===== config.mk =====
export PLATFORM = sky130hd
export DESIGN_NAME = reset_and_clock_guard
export DESIGN_NICKNAME = d
export VERILOG_FILES = /design/src/include/rcg_pkg.sv /design/src/hw/reset_and_clock_guard.sv /design/src/hw/clock_spike_filter.sv
export SDC_FILE = /design/constraint.sdc
export NUM_CORES = 1
export LEC_CHECK = 0
export ABC_AREA = 1
export BUFFER_PORTS_ARGS = -buffer_cell sky130_fd_sc_hd__clkbuf_2
export CAP_MARGIN = 20
export CORE_MARGIN = 2
export CORE_UTILIZATION = 50
export CTS_CLUSTER_SIZE = 28
export DETAILED_ROUTE_END_ITERATION = 8
export HOLD_SLACK_MARGIN = 0.03
export PLACE_DENSITY_LB_ADDON = 0.25
export SLEW_MARGIN = 25
export SYNTH_ARGS = -nofsm -noshare
export SYNTH_HDL_FRONTEND = slang
export SYNTH_SLANG_ARGS = --single-unit

===== constraint.sdc =====
create_clock -name clk -period 2.25 [get_ports clk]
set_clock_uncertainty 0.2 [all_clocks]
set_input_delay 0.45 -clock clk [delete_from_list [all_inputs] [get_ports clk]]
set_output_delay 0.45 -clock clk [all_outputs]
set_load 0.03 [all_outputs]

===== src/include/rcg_pkg.sv =====
// package for the reset and clock guard block: register map, field layout,
// reset values, oscillator kinds and timing counts.
// assumes a 100 MHz system clock and an apb bus with 32-bit data.
package rcg_pkg;

    // system clock period
    localparam int unsigned CLK_PERIOD_NS   = 10;

    // least external low pulse that is recognised as a reset
    localparam int unsigned T_RSTL_IN_NS    = 20;
    localparam int unsigned RSTL_IN_CYC     = (T_RSTL_IN_NS + CLK_PERIOD_NS - 1) / CLK_PERIOD_NS;
    // least width of the low pulse that the device drives out
    localparam int unsigned T_RSTL_OUT_NS   = 30000;
    localparam int unsigned RSTL_OUT_CYC    = (T_RSTL_OUT_NS + CLK_PERIOD_NS - 1) / CLK_PERIOD_NS;
    // oscillator settling phase and vector fetch phase
    localparam int unsigned SETTLE_CYC      = 4096;
    localparam int unsigned FETCH_CYC       = 2;
    // own pin drive takes this many cycles to leave the synchroniser
    localparam int unsigned PIN_HOLDOFF_CYC = 3;

    // clock guard timing, in system clock cycles; recovery count in oscillator edges
    localparam int unsigned SPIKE_MIN_CYC   = 2;
    localparam int unsigned LOSS_CYC        = 64;
    localparam int unsigned GOOD_EDGES      = 8;
    localparam int unsigned BACKUP_HALF_CYC = 50;

    // status register: printed offset is its index, byte address is four times it
    localparam logic [11:0] STATUS_INDEX    = 12'h02B;
    localparam logic [11:0] STATUS_ADDR     = 12'h0AC;

    // field positions
    localparam int unsigned DROP_FLAG_BIT   = 4;
    localparam int unsigned IRQ_EN_BIT      = 2;
    localparam int unsigned SAFE_FLAG_BIT   = 1;
    localparam int unsigned WDG_FLAG_BIT    = 0;

    // reset values
    localparam logic        IRQ_EN_RESET    = 1'b0;
    localparam logic        FLAG_RESET      = 1'b0;

    // main oscillator kinds chosen by option bits
    typedef enum logic [2:0] {
        OSC_EXT_CLOCK,
        OSC_RES_RANGE0,
        OSC_RES_RANGE1,
        OSC_RES_RANGE2,
        OSC_RES_RANGE3,
        OSC_EXT_RC,
        OSC_INT_RC
    } osc_kind_type;

endpackage : rcg_pkg


===== src/hw/reset_and_clock_guard.sv =====
// reset sequencing, reset pin drive, oscillator choice and clock guard.
// assumes pin inputs synchronous to clk; reset pin resolved outside.
`timescale 1ns/100ps
module reset_and_clock_guard #(
    parameter int unsigned SETTLE   = rcg_pkg::SETTLE_CYC,
    parameter int unsigned RSTL_OUT = rcg_pkg::RSTL_OUT_CYC,
    parameter int unsigned RSTL_IN  = rcg_pkg::RSTL_IN_CYC
) (
    // clock and reset
    input  wire logic        clk,
    input  wire logic        sys_rst,
    // apb slave
    input  wire logic        psel,
    input  wire logic        penable,
    input  wire logic        pwrite,
    input  wire logic [11:0] paddr,
    input  wire logic [31:0] pwdata,
    output logic      [31:0] prdata,
    output logic             pready,
    output logic             pslverr,
    // open-drain reset pin
    input  wire logic        rst_pin_in,
    output logic             rst_pin_out,
    output logic             rst_pin_oe,
    // reset sources
    input  wire logic        supply_low,
    input  wire logic        wdg_underflow,
    // option bits
    input  wire logic [2:0]  osc_select_opt,
    input  wire logic        guard_enable_opt,
    // oscillators
    input  wire logic        main_osc_in,
    output logic             sys_clk_out,
    output logic             resonator_run,
    output logic [2:0]       osc_kind,
    output logic             backup_osc_on,
    // core state and interrupts
    input  wire logic        wait_mode,
    input  wire logic        halt_mode,
    input  wire logic        active_halt_mode,
    input  wire logic        global_irq_mask,
    output logic             core_reset,
    output logic             guard_irq,
    output logic             wake_req
);

    typedef enum logic [1:0] {ST_LOW, ST_SETTLE, ST_FETCH, ST_RUN} seq_type;

    seq_type     seq_q;
    logic [15:0] cnt_q;
    logic        pin_s1_q, pin_s2_q;
    logic [7:0]  ext_low_q;
    logic [1:0]  holdoff_q;
    logic        ext_hit, wdg_hit, src_hit;
    logic        drop_flag_q, wdg_flag_q, safe_flag_q, irq_en_q;
    logic        guard_on, main_clean, main_good;
    logic        use_backup_q, backup_clk_q;
    logic [7:0]  div_q;
    logic        apb_done, wr_hit, rd_hit, status_sel;
    logic [7:0]  status_view;

    // two-stage synchroniser on the reset pin
    always_ff @(posedge clk) begin
        if (sys_rst) begin
            pin_s1_q <= 1'b1;
            pin_s2_q <= 1'b1;
        end else begin
            pin_s1_q <= rst_pin_in;
            pin_s2_q <= pin_s1_q;
        end
    end

    // external low width, ignoring our own drive and its tail
    always_ff @(posedge clk) begin
        if (sys_rst) begin
            ext_low_q <= 8'h00;
            holdoff_q <= 2'b00;
        end else begin
            if (rst_pin_oe) begin
                holdoff_q <= 2'(rcg_pkg::PIN_HOLDOFF_CYC);
            end else if (holdoff_q != 2'b00) begin
                holdoff_q <= holdoff_q - 2'b01;
            end
            // counted regardless of halt
            if (pin_s2_q || rst_pin_oe || holdoff_q != 2'b00) begin
                ext_low_q <= 8'h00;
            end else if (ext_low_q != 8'hFF) begin
                ext_low_q <= ext_low_q + 8'h01;
            end
        end
    end

    assign ext_hit = ext_low_q == 8'(RSTL_IN);
    assign wdg_hit = wdg_underflow && seq_q == ST_RUN;
    assign src_hit = ext_hit || wdg_hit || supply_low;

    // reset sequencer
    always_ff @(posedge clk) begin
        if (sys_rst) begin
            seq_q <= ST_LOW;
            cnt_q <= 16'h0000;
        end else if (src_hit && seq_q != ST_LOW) begin
            seq_q <= ST_LOW;
            cnt_q <= 16'h0000;
        end else begin
            unique case (seq_q)
                ST_LOW: begin
                    if (supply_low) begin
                        cnt_q <= 16'h0000;
                    end else if (cnt_q == 16'(RSTL_OUT - 1)) begin
                        seq_q <= ST_SETTLE;
                        cnt_q <= 16'h0000;
                    end else begin
                        cnt_q <= cnt_q + 16'h0001;
                    end
                end
                ST_SETTLE: begin
                    if (cnt_q == 16'(SETTLE - 1)) begin
                        seq_q <= ST_FETCH;
                        cnt_q <= 16'h0000;
                    end else begin
                        cnt_q <= cnt_q + 16'h0001;
                    end
                end
                ST_FETCH: begin
                    if (cnt_q == 16'(rcg_pkg::FETCH_CYC - 1)) begin
                        seq_q <= ST_RUN;
                        cnt_q <= 16'h0000;
                    end else begin
                        cnt_q <= cnt_q + 16'h0001;
                    end
                end
                ST_RUN: begin
                    cnt_q <= 16'h0000;
                end
            endcase
        end
    end

    // pin drive and core reset follow the sequencer
    always_ff @(posedge clk) begin
        if (sys_rst) begin
            rst_pin_oe  <= 1'b1;
            rst_pin_out <= 1'b0;
            core_reset  <= 1'b1;
        end else begin
            rst_pin_out <= 1'b0;
            rst_pin_oe  <= src_hit || (seq_q == ST_LOW && !(cnt_q == 16'(RSTL_OUT - 1) && !supply_low));
            core_reset  <= src_hit || seq_q != ST_RUN;
        end
    end

    // oscillator choice latched from option bits, resonators never stopped
    always_ff @(posedge clk) begin
        if (sys_rst) begin
            osc_kind      <= 3'(rcg_pkg::OSC_INT_RC);
            resonator_run <= 1'b0;
        end else begin
            osc_kind      <= osc_select_opt;
            resonator_run <= osc_select_opt >= 3'(rcg_pkg::OSC_RES_RANGE0)
                          && osc_select_opt <= 3'(rcg_pkg::OSC_RES_RANGE3);
        end
    end

    // guard active only by option bit and outside halt
    assign guard_on = guard_enable_opt && !halt_mode;

    clock_spike_filter u_filter (
        .clk       (clk),
        .sys_rst   (sys_rst),
        .enable    (guard_on),
        .osc_in    (main_osc_in),
        .osc_clean (main_clean),
        .osc_good  (main_good)
    );

    // backup oscillator from a divider, off while guard is off
    always_ff @(posedge clk) begin
        if (sys_rst || !guard_on) begin
            div_q        <= 8'h00;
            backup_clk_q <= 1'b0;
        end else if (div_q == 8'(rcg_pkg::BACKUP_HALF_CYC - 1)) begin
            div_q        <= 8'h00;
            backup_clk_q <= !backup_clk_q;
        end else begin
            div_q <= div_q + 8'h01;
        end
    end

    // source select changes only while both clocks and output are low, or returns to main at once when guard is off
    always_ff @(posedge clk) begin
        if (sys_rst) begin
            use_backup_q  <= 1'b0;
            backup_osc_on <= 1'b0;
        end else begin
            backup_osc_on <= guard_on;
            if (!guard_on) begin
                use_backup_q <= 1'b0;
            end else if (!sys_clk_out && !main_clean && !backup_clk_q) begin
                use_backup_q <= !main_good;
            end
        end
    end

    // system clock output
    always_ff @(posedge clk) begin
        if (sys_rst) begin
            sys_clk_out <= 1'b0;
        end else begin
            sys_clk_out <= use_backup_q ? backup_clk_q : main_clean;
        end
    end

    // apb handshake, one wait state
    assign apb_done = psel && penable && pready;
    assign status_sel = paddr == rcg_pkg::STATUS_ADDR;
    assign wr_hit     = apb_done && pwrite && status_sel;
    assign rd_hit     = apb_done && !pwrite && status_sel;

    always_ff @(posedge clk) begin
        if (sys_rst) begin
            pready  <= 1'b0;
            pslverr <= 1'b0;
            prdata  <= 32'h0000_0000;
        end else begin
            pready  <= psel && penable && !pready;
            pslverr <= psel && penable && !pready && !status_sel;
            prdata  <= (psel && !pwrite && status_sel) ? {24'h00_0000, status_view} : 32'h0000_0000;
        end
    end

    // status view, flag forced low without guard
    always_comb begin
        status_view                         = 8'h00;
        status_view[rcg_pkg::DROP_FLAG_BIT] = drop_flag_q;
        status_view[rcg_pkg::IRQ_EN_BIT]    = irq_en_q;
        status_view[rcg_pkg::SAFE_FLAG_BIT] = safe_flag_q && guard_enable_opt;
        status_view[rcg_pkg::WDG_FLAG_BIT]  = wdg_flag_q;
    end

    // reset cause flags: hardware set wins over software clear
    always_ff @(posedge clk) begin
        if (sys_rst) begin
            drop_flag_q <= rcg_pkg::FLAG_RESET;
            wdg_flag_q  <= rcg_pkg::FLAG_RESET;
        end else if (supply_low) begin
            drop_flag_q <= 1'b1;
            wdg_flag_q <= 1'b0;
        end else if (wdg_hit) begin
            wdg_flag_q <= 1'b1;
        end else if (wr_hit && !halt_mode) begin
            if (!pwdata[rcg_pkg::DROP_FLAG_BIT]) drop_flag_q <= 1'b0;
            if (!pwdata[rcg_pkg::WDG_FLAG_BIT]) wdg_flag_q <= 1'b0;
        end
    end

    // interrupt enable: kept across halt, reset value on any device reset
    always_ff @(posedge clk) begin
        if (sys_rst || core_reset) begin
            irq_en_q <= rcg_pkg::IRQ_EN_RESET;
        end else if (wr_hit && !halt_mode) begin
            irq_en_q <= pwdata[rcg_pkg::IRQ_EN_BIT];
        end
    end

    // safe clock flag: set on backup take-over, read clears after recovery
    always_ff @(posedge clk) begin
        if (sys_rst || !guard_enable_opt) begin
            safe_flag_q <= rcg_pkg::FLAG_RESET;
        end else if (halt_mode) begin
            safe_flag_q <= safe_flag_q;
        end else if (!use_backup_q && !sys_clk_out && !main_clean && !backup_clk_q && !main_good) begin
            safe_flag_q <= 1'b1;
        end else if (rd_hit && main_good && !use_backup_q) begin
            safe_flag_q <= 1'b0;
        end
    end

    // interrupt request and wake
    always_ff @(posedge clk) begin
        if (sys_rst) begin
            guard_irq <= 1'b0;
            wake_req  <= 1'b0;
        end else begin
            guard_irq <= safe_flag_q && irq_en_q && guard_enable_opt && !global_irq_mask;
            wake_req  <= safe_flag_q && irq_en_q && guard_enable_opt
                      && (wait_mode || active_halt_mode) && !halt_mode;
        end
    end
endmodule : reset_and_clock_guard


===== src/hw/clock_spike_filter.sv =====
// spike filter and loss monitor for the sampled main oscillator.
// assumes osc_in is a level sampled on clk, far slower than clk.
`timescale 1ns/100ps
module clock_spike_filter #(
    parameter int unsigned SPIKE_MIN = rcg_pkg::SPIKE_MIN_CYC,
    parameter int unsigned LOSS      = rcg_pkg::LOSS_CYC,
    parameter int unsigned GOOD      = rcg_pkg::GOOD_EDGES
) (
    // clock and reset
    input  wire logic clk,
    input  wire logic sys_rst,
    // control
    input  wire logic enable,
    // oscillator in
    input  wire logic osc_in,
    // filtered clock and health
    output logic      osc_clean,
    output logic      osc_good
);

    logic        prev_q;
    logic [15:0] phase_q;
    logic [7:0]  good_cnt_q;
    logic        edge_seen;

    assign edge_seen = osc_in != prev_q;

    // phase length counter, saturating
    always_ff @(posedge clk) begin
        if (sys_rst) begin
            prev_q  <= 1'b0;
            phase_q <= 16'h0000;
        end else begin
            prev_q <= osc_in;
            if (edge_seen) begin
                phase_q <= 16'h0000;
            end else if (phase_q != 16'hFFFF) begin
                phase_q <= phase_q + 16'h0001;
            end
        end
    end

    // health: short phase or silence clears, clean edges rebuild
    always_ff @(posedge clk) begin
        if (sys_rst) begin
            good_cnt_q <= 8'h00;
            osc_good   <= 1'b1;
        end else if (!enable) begin
            good_cnt_q <= 8'h00;
            osc_good   <= 1'b1;
        end else if (edge_seen && phase_q < 16'(SPIKE_MIN - 1)) begin
            good_cnt_q <= 8'h00;
            osc_good   <= 1'b0;
        end else if (phase_q >= 16'(LOSS)) begin
            good_cnt_q <= 8'h00;
            osc_good   <= 1'b0;
        end else if (edge_seen && !osc_good) begin
            if (good_cnt_q == 8'(GOOD - 1)) begin
                osc_good   <= 1'b1;
                good_cnt_q <= 8'h00;
            end else begin
                good_cnt_q <= good_cnt_q + 8'h01;
            end
        end
    end

    // pass the oscillator while healthy or while disabled, else hold low
    always_ff @(posedge clk) begin
        if (sys_rst) begin
            osc_clean <= 1'b0;
        end else begin
            osc_clean <= (osc_good || !enable) ? osc_in : 1'b0;
        end
    end

endmodule : clock_spike_filter


# Word-level counts from Yosys, hierarchy flattened
# Cells that the tools add are included.
[word_totals]
register_bits = 115
out_inout_bits = 45
wordCells = 174
[classes]
n_mux = 27
add_sub_neg = 6
n_bitwise = 4
order_cmp = 4
reduce_logical = 82
eq_ne = 21
[op_table]
columns = ["operator", "n"]
rows = [
  ["$mux W16", 4],
  ["$pmux W16 S4", 1],
  ["$logic_and A1 B1 Y1", 33],
  ["$add A16 B1 Y16 const B", 2],
  ["$eq A16 B12 Y1 const B", 2],
  ["$add A8 B1 Y8 const B", 3],
  ["$eq A16 B1 Y1 const B", 1],
  ["$ge A16 B7 Y1 const B", 1],
  ["$lt A16 B1 Y1 const B", 1],
  ["$ne A16 B16 Y1 const B", 1],
  ["$reduce_or A2 Y1", 8],
  ["$logic_not A1 Y1", 14],
  ["$mux W1", 14],
  ["$eq A12 B8 Y1 const B", 1],
  ["$mux W2", 6],
  ["$ne A2 B2 Y1 const B", 6],
  ["$reduce_bool A2 Y1", 6],
  ["$logic_or A1 B1 Y1", 11],
  ["$reduce_bool A3 Y1", 3],
  ["$eq A8 B2 Y1 const B", 1],
  ["$eq A8 B3 Y1 const B", 1],
  ["$eq A8 B6 Y1 const B", 1],
  ["$mux W8", 1],
  ["$ne A8 B8 Y1 const B", 1],
  ["other kinds (14)", 21],
]

# Depth between registers and ports, before layout
# Gate-level depths: netlist of run 1.
[depth]
ltp_word = 8
depth_mapped = 13

# Modules after synthesis
# Synthesis of run 1 repeated with hierarchy kept, for this count alone.
[hier_totals]
cells_unflattened = 674
area_unflattened_um2 = 4648.2
[modules_own_cells]
columns = ["module", "n_inst", "seq_area_each_um2", "cells_per_inst", "area_each_um2"]
rows = [
  ["reset_and_clock_guard", 1, 1201.2, 432, 3115.5],
  ["clock_spike_filter", 1, 540.5, 242, 1532.7],
]

# Least setup slack after synthesis of run 1
# OpenSTA, ideal clock, no wires.
[synth_path]
path_kind = "register to register"
startpoint = "register cnt_q[0]"
endpoint = "register cnt_q[13]"
synth_period_minus_slack_ns = 1.692
arrival_ns = 1.375
setup_time_ns = 0.117
path_stages_with_launch = 14
setup_slack_ns = 0.558
path_cell_list = "dfxtp_1 ha_1 nand2_1 inv_1 nand2_2 nor2_4 nand2_1 nand2_1 nand2_2 nand2_1 nand2_1 nand2_4 buf_8 nor2_1"
[synth_via]
elab_chain_cells = 4
word_cells_on_any_way = 9
classes_between = "add/sub: 1; eq/ne: 3; mux: 5"
[synth_rtl]
columns = ["item", "line", "source"]
rows = [
  ["start, declared", "reset_and_clock_guard.sv:50", "logic [15:0] cnt_q;"],
  ["start signal, assigned", "reset_and_clock_guard.sv:114", "cnt_q <= cnt_q + 16'h0001;"],
  ["start signal, assigned", "reset_and_clock_guard.sv:122", "cnt_q <= cnt_q + 16'h0001;"],
  ["start signal, assigned", "reset_and_clock_guard.sv:130", "cnt_q <= cnt_q + 16'h0001;"],
  ["$add A16 B1 Y16 / $eq A16 B12 Y1 (equally long branches)", "n/a", ""],
  ["$mux W16", "reset_and_clock_guard.sv:110", "end else if (cnt_q == 16'(RSTL_OUT - 1)) begin"],
  ["$mux W16", "reset_and_clock_guard.sv:108", "if (supply_low) begin"],
  ["$pmux W16 S4 *", "reset_and_clock_guard.sv:106", "unique case (seq_q)"],
]
# Mark *: on every way between the ends. The rest lies on a longest branch, timed or not.
# A chain may end at the register's enable or synchronous reset.

# Final worst setup path of run 1
[layout_path]
startpoint = "register ext_low_q[0]"
endpoint = "register ext_low_q[1]"
[layout_via]
elab_chain_cells = 1
word_cells_on_any_way = 2
classes_between = "add/sub: 1; eq/ne: 1"
[layout_rtl]
columns = ["item", "line", "source"]
rows = [
  ["start, declared", "reset_and_clock_guard.sv:52", "logic [7:0] ext_low_q;"],
  ["start signal, assigned", "reset_and_clock_guard.sv:88", "ext_low_q <= ext_low_q + 8'h01;"],
  ["$add A8 B1 Y8 / $ne A8 B8 Y1 (equally long branches)", "reset_and_clock_guard.sv:88, reset_and_clock_guard.sv:87", ""],
]
# Parallel ways exist; a longest one is shown, timed or not.

==> flow_summary.json, run 1 <==
{
  "cts_resized": 0,
  "cts_setup_buffers": 0,
  "clock_sinks": 87,
  "end_kind": "register",
  "worstSetupStartpointType": "register",
  "worstPathMaxFanout": 8,
  "grt_remaining_overflow": 0,
  "ant_nets": 0,
  "avgSynthCellArea_um2": 7.20,
  "vias": 3791,
  "hold_buffers": 0,
  "worstSkewPairLatency_ns": 0.35,
  "syn_area_um2": 4400,
  "final_net_count": 746,
  "fin_crit_ns": 1.84,
  "antenna_found_initial": 0,
  "hold_path_depth": 2,
  "hp-start": "rst_pin_in",
  "synth.distinct_cells": 36,
  "hpwl_um": 6420,
  "synth_cells": 611,
  "vdd_drop_max_mv": 0.541,
  "place.gp.congestion": 0.897,
  "drt_wl_total_um": 8370,
  "cts.reportedPaths.clkPinSlew_ns": 0.09,
  "comb_power_share_pct": 14.1,
  "hold_ws_ns": 0.0799,
  "wl_per_cell_um": 10.7,
  "cts_max_level": 3,
  "critical_path_class": "reg -> reg",
  "hold_end": "pin_s1_q$_SDFF_PP1_",
  "numPortBuffers": 47,
  "min_period_over_period_pct": 81.6,
  "dpl.cell_count": 766,
  "drc": 0,
  "final-setup-viol-count": 0,
  "min_path_type": "in -> reg",
  "area_growth_pct": 11.3,
  "powerDensity_nw_per_um2": 674,
  "p_total_mw": 3.30,
  "cts_root_buffer": "clkbuf_8",
  "cts_buffers": 9,
  "fmax_mhz": 545,
  "grt_pass1_vias": 3568,
  "grt_pass1_wl_um": 14800,
  "pwr-share-clk_pct": 36.8,
  "tns_ns": 0,
  "num_io_pins": 106,
  "ys_warn_count": 0,
  "synthTopCellsByArea": "dfxtp_1, nand2_1, nor2_1",
  "antenna_cells": 0,
  "p_int_mw": 2.37,
  "postLayoutCoreUtil_pct": 56.7,
  "drv_slew": 0,
  "synth_top_area_share_pct": 39.6,
  "maxCapViolations": 0,
  "rsz0062_at_grt": "no",
  "stdcell_count": 783,
  "layout_commonest_cell": "nand2_1",
  "ys_seq_area_share_pct": 39.6,
  "reg2reg_from": "ext_low_q[0]$_SDFFE_PP0P_",
  "via_per_inst": 4.84,
  "seqPwrFrac_pct": 49.1,
  "clock_path_buffers": 2,
  "die_w_um": 97.8,
  "yosys.area.top_type": "dfxtp_1",
  "p_switching_mw": 0.935,
  "crit_required_ns": 2.28,
  "rows": 34,
  "grt.total_usage_pct": 18.5,
  "core_um2": 8640,
  "p_leak_nw": 2.14,
  "dieHeight_um": 97.8,
  "p_sw_share_pct": 28.3,
  "r2r_slack_ns": 0.41,
  "finalHoldViolCount": 0,
  "status": "finished clean",
  "final_cell_mix": "nand2_1, nor2_1, inv_1, dfxtp_1, clkbuf_2",
  "drive_above_1_share_pct": 14.8,
  "start_util_pct": 50.9,
  "dr.pass1.iters": 6,
  "drtIter0Drc": 101,
  "reg2reg_depth": 6,
  "rr_endpoint": "ext_low_q[1]$_SDFFE_PP0P_",
  "worstPathArrival_ns": 1.87,
  "cts_tree": "built",
  "dieArea_um2": 9560,
  "synth-seq-cells": 87,
  "grt_max_degree": 17
}
[metal layers]
layer | global-route usage [%] | up-vias | wire, µm
li1 | - | 2012 | -
met1 | 22.0 | 1694 | 3860
met2 | 33.1 | 76 | 4020
met3 | 4.22 | 9 | 368
met4 | 5.98 | 0 | 118
met5 | 0 | - | 0
[worst max-delay path, stage by stage (launching register included)]
cell	delay [ns]
dfxtp_1	0.40
ha_1	0.21
inv_1	0.07
nor3_2	0.24
nand3_1	0.29
o21ai_0	0.24
a21oi_1	0.06
[synth_stat cells]
master	n
nand2_1	104
nor2_1	94
inv_1	93
dfxtp_1	87
nand3_1	38
buf_4	29
a21oi_1	23
o21ai_0	21
nand4_1	19
ha_1	15
nor3_1	15
a31oi_1	11
or2_2	11
xor2_1	9
xnor2_1	5
nand2_2	4
nor2_4	4
nor3_2	3
nor3b_1	3
nor4_1	3
inv_2	2
nand3_2	2
nor2_2	2
o31ai_1	2
a21oi_2	1
a31o_2	1
buf_8	1
clkbuf_1	1
clkinv_2	1
conb_1	1
nand2_4	1
nand4_2	1
o211ai_1	1
o21a_1	1
o21ai_2	1
or2_1	1
[area by class of cell]
class	instances	area, µm²
tap	108	135
multi-input combinational	425	2160
fill	825	3740
sequential	87	1740
timing repair buffer	51	268
clock buffer	9	124
inverter	96	362
clock inverter	7	101
[through the flow]
step | cell area [µm²] | setup WS, ns
finish | 4900 | 0.414
global route | 4900 | 0.223
CTS | 4890 | 0.393
detailed placement | 4660 | 0.379
global placement | 4660 | 0.400
floorplan | 4500 | 0.558
[registers in the layout, indices dropped and copies added (netlist names), 2 cells and up]
signal and cells:
holdoff_q 2, osc_kind 3, prdata 4, u_filter.good_cnt_q 8
div_q 8, u_filter.phase_q 16, seq_q 2, cnt_q 16
ext_low_q 8
[worst max-delay path by stage]
| stage | from | endpoint | cells after the start |
|---|---|---|---|
| after floorplan | cnt_q[0]$_SDFF_PP0_ | cnt_q[13]$_SDFF_PP0_ | 13 |
| after global placement | sys_rst | u_filter.good_cnt_q[4]$_SDFFE_PP0P_ | 10 |
| after detailed placement | sys_rst | u_filter.good_cnt_q[4]$_SDFFE_PP0P_ | 10 |
| after CTS | cnt_q[0]$_SDFF_PP0_ | cnt_q[8]$_SDFF_PP0_ | 12 |
| after global routing | cnt_q[0]$_SDFF_PP0_ | cnt_q[13]$_SDFF_PP0_ | 12 |
| final | ext_low_q[0]$_SDFFE_PP0P_ | ext_low_q[1]$_SDFFE_PP0P_ | 6 |
[power by group through the flow]
stage               combinational, mW  sequential (mW)  clock (mW)
detailed placement              0.463             1.66           0
CTS                             0.468             1.62        1.26
global placement                0.448             1.66           0
global route                    0.529             1.63        1.32
floorplan                       0.391             1.67           0
finish                          0.466             1.62        1.21
[kinds of logic (layout without fill, tap and decap cells)]
logic type               count (synthesis)  in the layout  synth area share [%]
AND/OR/NAND/NOR                        305            305                  31.8
flip-flops                              87             87                  39.6
adder cells (fa/ha/maj)                 15             15                  4.27
AO/OA/AOI/OAI                           62             62                  7.85
XOR/XNOR                                14             14                  2.79
buffers and inverters                  127            163                  13.6
other                                    1             29                0.0852
Note: power is estimated with default switching activity, not from simulation.
==> inputs of run 2 (changes only) <==
--- a/config.mk
+++ b/config.mk
@@ -5,7 +5,7 @@
 export SDC_FILE = /design/constraint.sdc
 export NUM_CORES = 1
 export LEC_CHECK = 0
-export ABC_AREA = 1
+export ABC_AREA = 0
 export BUFFER_PORTS_ARGS = -buffer_cell sky130_fd_sc_hd__clkbuf_2
 export CAP_MARGIN = 20
 export CORE_MARGIN = 2
==> constraint.sdc (replaced) <==
create_clock -name clk -period 1.85 [get_ports clk]
set_clock_uncertainty 0.2 [all_clocks]
set_input_delay 0.37 -clock clk [delete_from_list [all_inputs] [get_ports clk]]
set_output_delay 0.37 -clock clk [all_outputs]
set_load 0.03 [all_outputs]
==> run 2 against run 1 <==
Compared with the run above: the flow now finishes with violations (negative setup slack); final area rose by 11%; register-to-register slack got worse by 0.81 ns; global-route usage rose by 2.5 points; die area fell by 3.0%; routed wire length rose by 16%; sequential share of layout area fell by 3.1 points; first-iteration DRC count rose by 21%; synthesized cell count fell by 22%; worst setup slack got worse by 0.81 ns.
==> flow_summary.json, run 2 <==
{
  "worst-path-buf-inv": 2,
  "worstPathArrival_ns": 2.26,
  "syn_area_um2": 4260,
  "stdcell_count": 710,
  "synth_cells": 476,
  "slew-limit-headroom_pct": 50.8,
  "powerDensity_nw_per_um2": 649,
  "numPortBuffers": 47,
  "crit_family": "compound AO/OA/AOI/OAI gates",
  "worstSkewPairLatency_ns": 0.37,
  "grt.total_usage_pct": 21.0,
  "min_path_type": "in -> reg",
  "pwr-share-clk_pct": 36.2,
  "synth_most_common_cell": "dfxtp_1",
  "status": "finished, violations left",
  "rsz0062_at_grt": "yes",
  "antenna_found_initial": 0,
  "dpl.cell_count": 685,
  "crit_required_ns": 1.86,
  "layout_commonest_cell": "dfxtp_1",
  "via_per_inst": 5.33,
  "synth-seq-cells": 87,
  "num_io_pins": 106,
  "cts_root_buffer": "clkbuf_8",
  "critPathMaxStageDelay_ns": 0.56,
  "seq_area_um2": 1760,
  "synth_edf_count": 0,
  "r2r_slack_ns": -0.40,
  "worstPathMaxFanout": 16,
  "synth.distinct_cells": 54,
  "p_leak_nw": 2.12,
  "synth-simple-area-share_pct": 25.1,
  "p_switching_mw": 0.988,
  "nFillCells": 697,
  "cts.reportedPaths.clkPinSlew_ns": 0.09,
  "tns_ns": -6.88,
  "synth_common_cells": "dfxtp_1, nor2_1, buf_4",
  "placed_cell_area_um2": 5040,
  "die_w_um": 96.3,
  "comb_power_share_pct": 9.5,
  "dp_worst_setup_slack_ns": -0.361,
  "dieHeight_um": 96.3,
  "start_util_pct": 51.6,
  "finalWorstSetupSlack_ns": -0.397,
  "rows": 33,
  "synth_mux_area_share_pct": 1.64,
  "vdd_drop_max_mv": 0.343,
  "ys_seq_area_share_pct": 40.9,
  "clock_path_buffers": 2,
  "synth_top_area_share_pct": 40.9,
  "fmax_mhz": 445,
  "ant_nets": 0,
  "drive_above_1_share_pct": 28.4,
  "drv_slew": 0,
  "drt_wl_total_um": 9730,
  "vias": 3781,
  "worst_pin_slew_ns": 0.737,
  "synth_compound_area_share_pct": 12.5,
  "cts_max_level": 3,
  "hold_ws_ns": 0.0476,
  "finalHoldViolCount": 0,
  "end_kind": "register",
  "postLayoutCoreUtil_pct": 65.7,
  "synthXorXnorAreaFrac_pct": 7.19,
  "path_cells": "or4_4 -> o41a_1 -> buf_4 -> o21bai_4 -> buf_12 -> a211oi_1",
  "async_reset_ff_share_pct": 0,
  "dieArea_um2": 9280,
  "drtIter0Drc": 122,
  "dr.pass1.iters": 4,
  "yosys.area.top_type": "dfxtp_1",
  "synthAdderAreaFrac_pct": 4.40,
  "violations": "negative setup slack",
  "place.gp.congestion": 0.889,
  "synth_top_family_by_area": "simple AND/OR/NAND/NOR gates",
  "synthTopCellsByArea": "dfxtp_1, xnor2_1, buf_4",
  "fin_crit_ns": 2.25,
  "wl_per_cell_um": 13.7,
  "grt_pass1_wl_um": 15400,
  "min_period_over_period_pct": 121,
  "critical_path_class": "reg -> reg",
  "area_growth_pct": 27.2,
  "multi_input_area_um2": 2400,
  "worstSetupStartpointType": "register",
  "ys_warn_count": 0,
  "cts_buffers": 9,
  "final_net_count": 676,
  "final_cell_mix": "dfxtp_1, buf_4, nor2_1, clkbuf_2",
  "p_int_mw": 2.53,
  "grt_max_degree": 18,
  "grt_pass1_vias": 3496,
  "hpwl_um": 6920,
  "seqPwrFrac_pct": 54.2,
  "antenna_cells": 0,
  "p_sw_share_pct": 28.1,
  "core_um2": 8260,
  "clock_sinks": 87,
  "avgSynthCellArea_um2": 8.95,
  "synth-main-ff-cell": "dfxtp_1",
  "maxCapViolations": 0,
  "p_total_mw": 3.52,
  "reg.largest.list": "cnt_q: 16 flops, u_filter.phase_q: 16 flops",
  "grt_remaining_overflow": 0,
  "drc": 0,
  "crit_slowest_cell": "or4_4",
  "final_area_um2": 5420,
  "final-setup-viol-count": 18,
  "cts_tree": "built"
}
## run 2: final timing paths
check                             from                  end  cells after the start
setup / recovery  cnt_q[12]$_SDFF_PP0_  cnt_q[1]$_SDFF_PP0_                      6
hold / removal                    psel    pready$_SDFF_PP0_                      3
setup reg to reg  cnt_q[12]$_SDFF_PP0_  cnt_q[1]$_SDFF_PP0_                      6
hold reg to reg    pin_s1_q$_SDFF_PP1_  pin_s2_q$_SDFF_PP1_                      1
## run 2: repair_timing
| action | CTS | global route |
|---|---|---|
| buffers inserted | 0 | 4 |
| pin swaps | 1 | 9 |
| setup endpoints to repair | 26 | 40 |
| resized for setup | 4 | 18 |
| hold buffers | 5 | 0 |
| hold endpoints to repair | 5 | 0 |
## run 2: power groups by stage
stage	registers (mW)	logic, mW	clock network, mW
6_report	1.91	0.336	1.27
5_1_grt	1.91	0.366	1.38
4_1_cts	1.91	0.331	1.30
3_5_place_dp	1.96	0.320	0
3_3_place_gp	1.96	0.314	0
2_1_floorplan	1.97	0.226	0
## run 2: logic make-up (layout without fill, tap and decap cells)
kind of cell / after synthesis / in the layout
adder cells (fa/ha/maj): 15 / 15
flip-flops: 87 / 87
buffers and inverters: 62 / 163
XOR/XNOR: 35 / 35
multiplexers: 7 / 7
AND/OR/NAND/NOR: 194 / 194
AO/OA/AOI/OAI: 75 / 75
other: 1 / 29
## run 2: area by class of cell
cell class	count	share of cell area [%]
clock buffer	9	2.28
clock inverter	7	1.13
inverter	21	1.45
multi-input combinational	355	44.2
sequential	87	32.5
tap	105	2.42
timing repair buffer	126	16.0
## run 2: routing by layer
layer	part of all wire (%)	vias up	GRT usage, %
met5	0	-	0
met4	1.5	0	8.10
met3	4.0	9	2.98
met2	49	96	35.9
met1	46	1776	26.8
li1	-	1900	-
## run 2: worst reg2reg max path, delay by kind of cell (launching register included)
family          cells  cell delay (ns)
compound gates      3             0.70
flops               1             0.33
buf+inv             2             0.32
simple gates        1             0.56
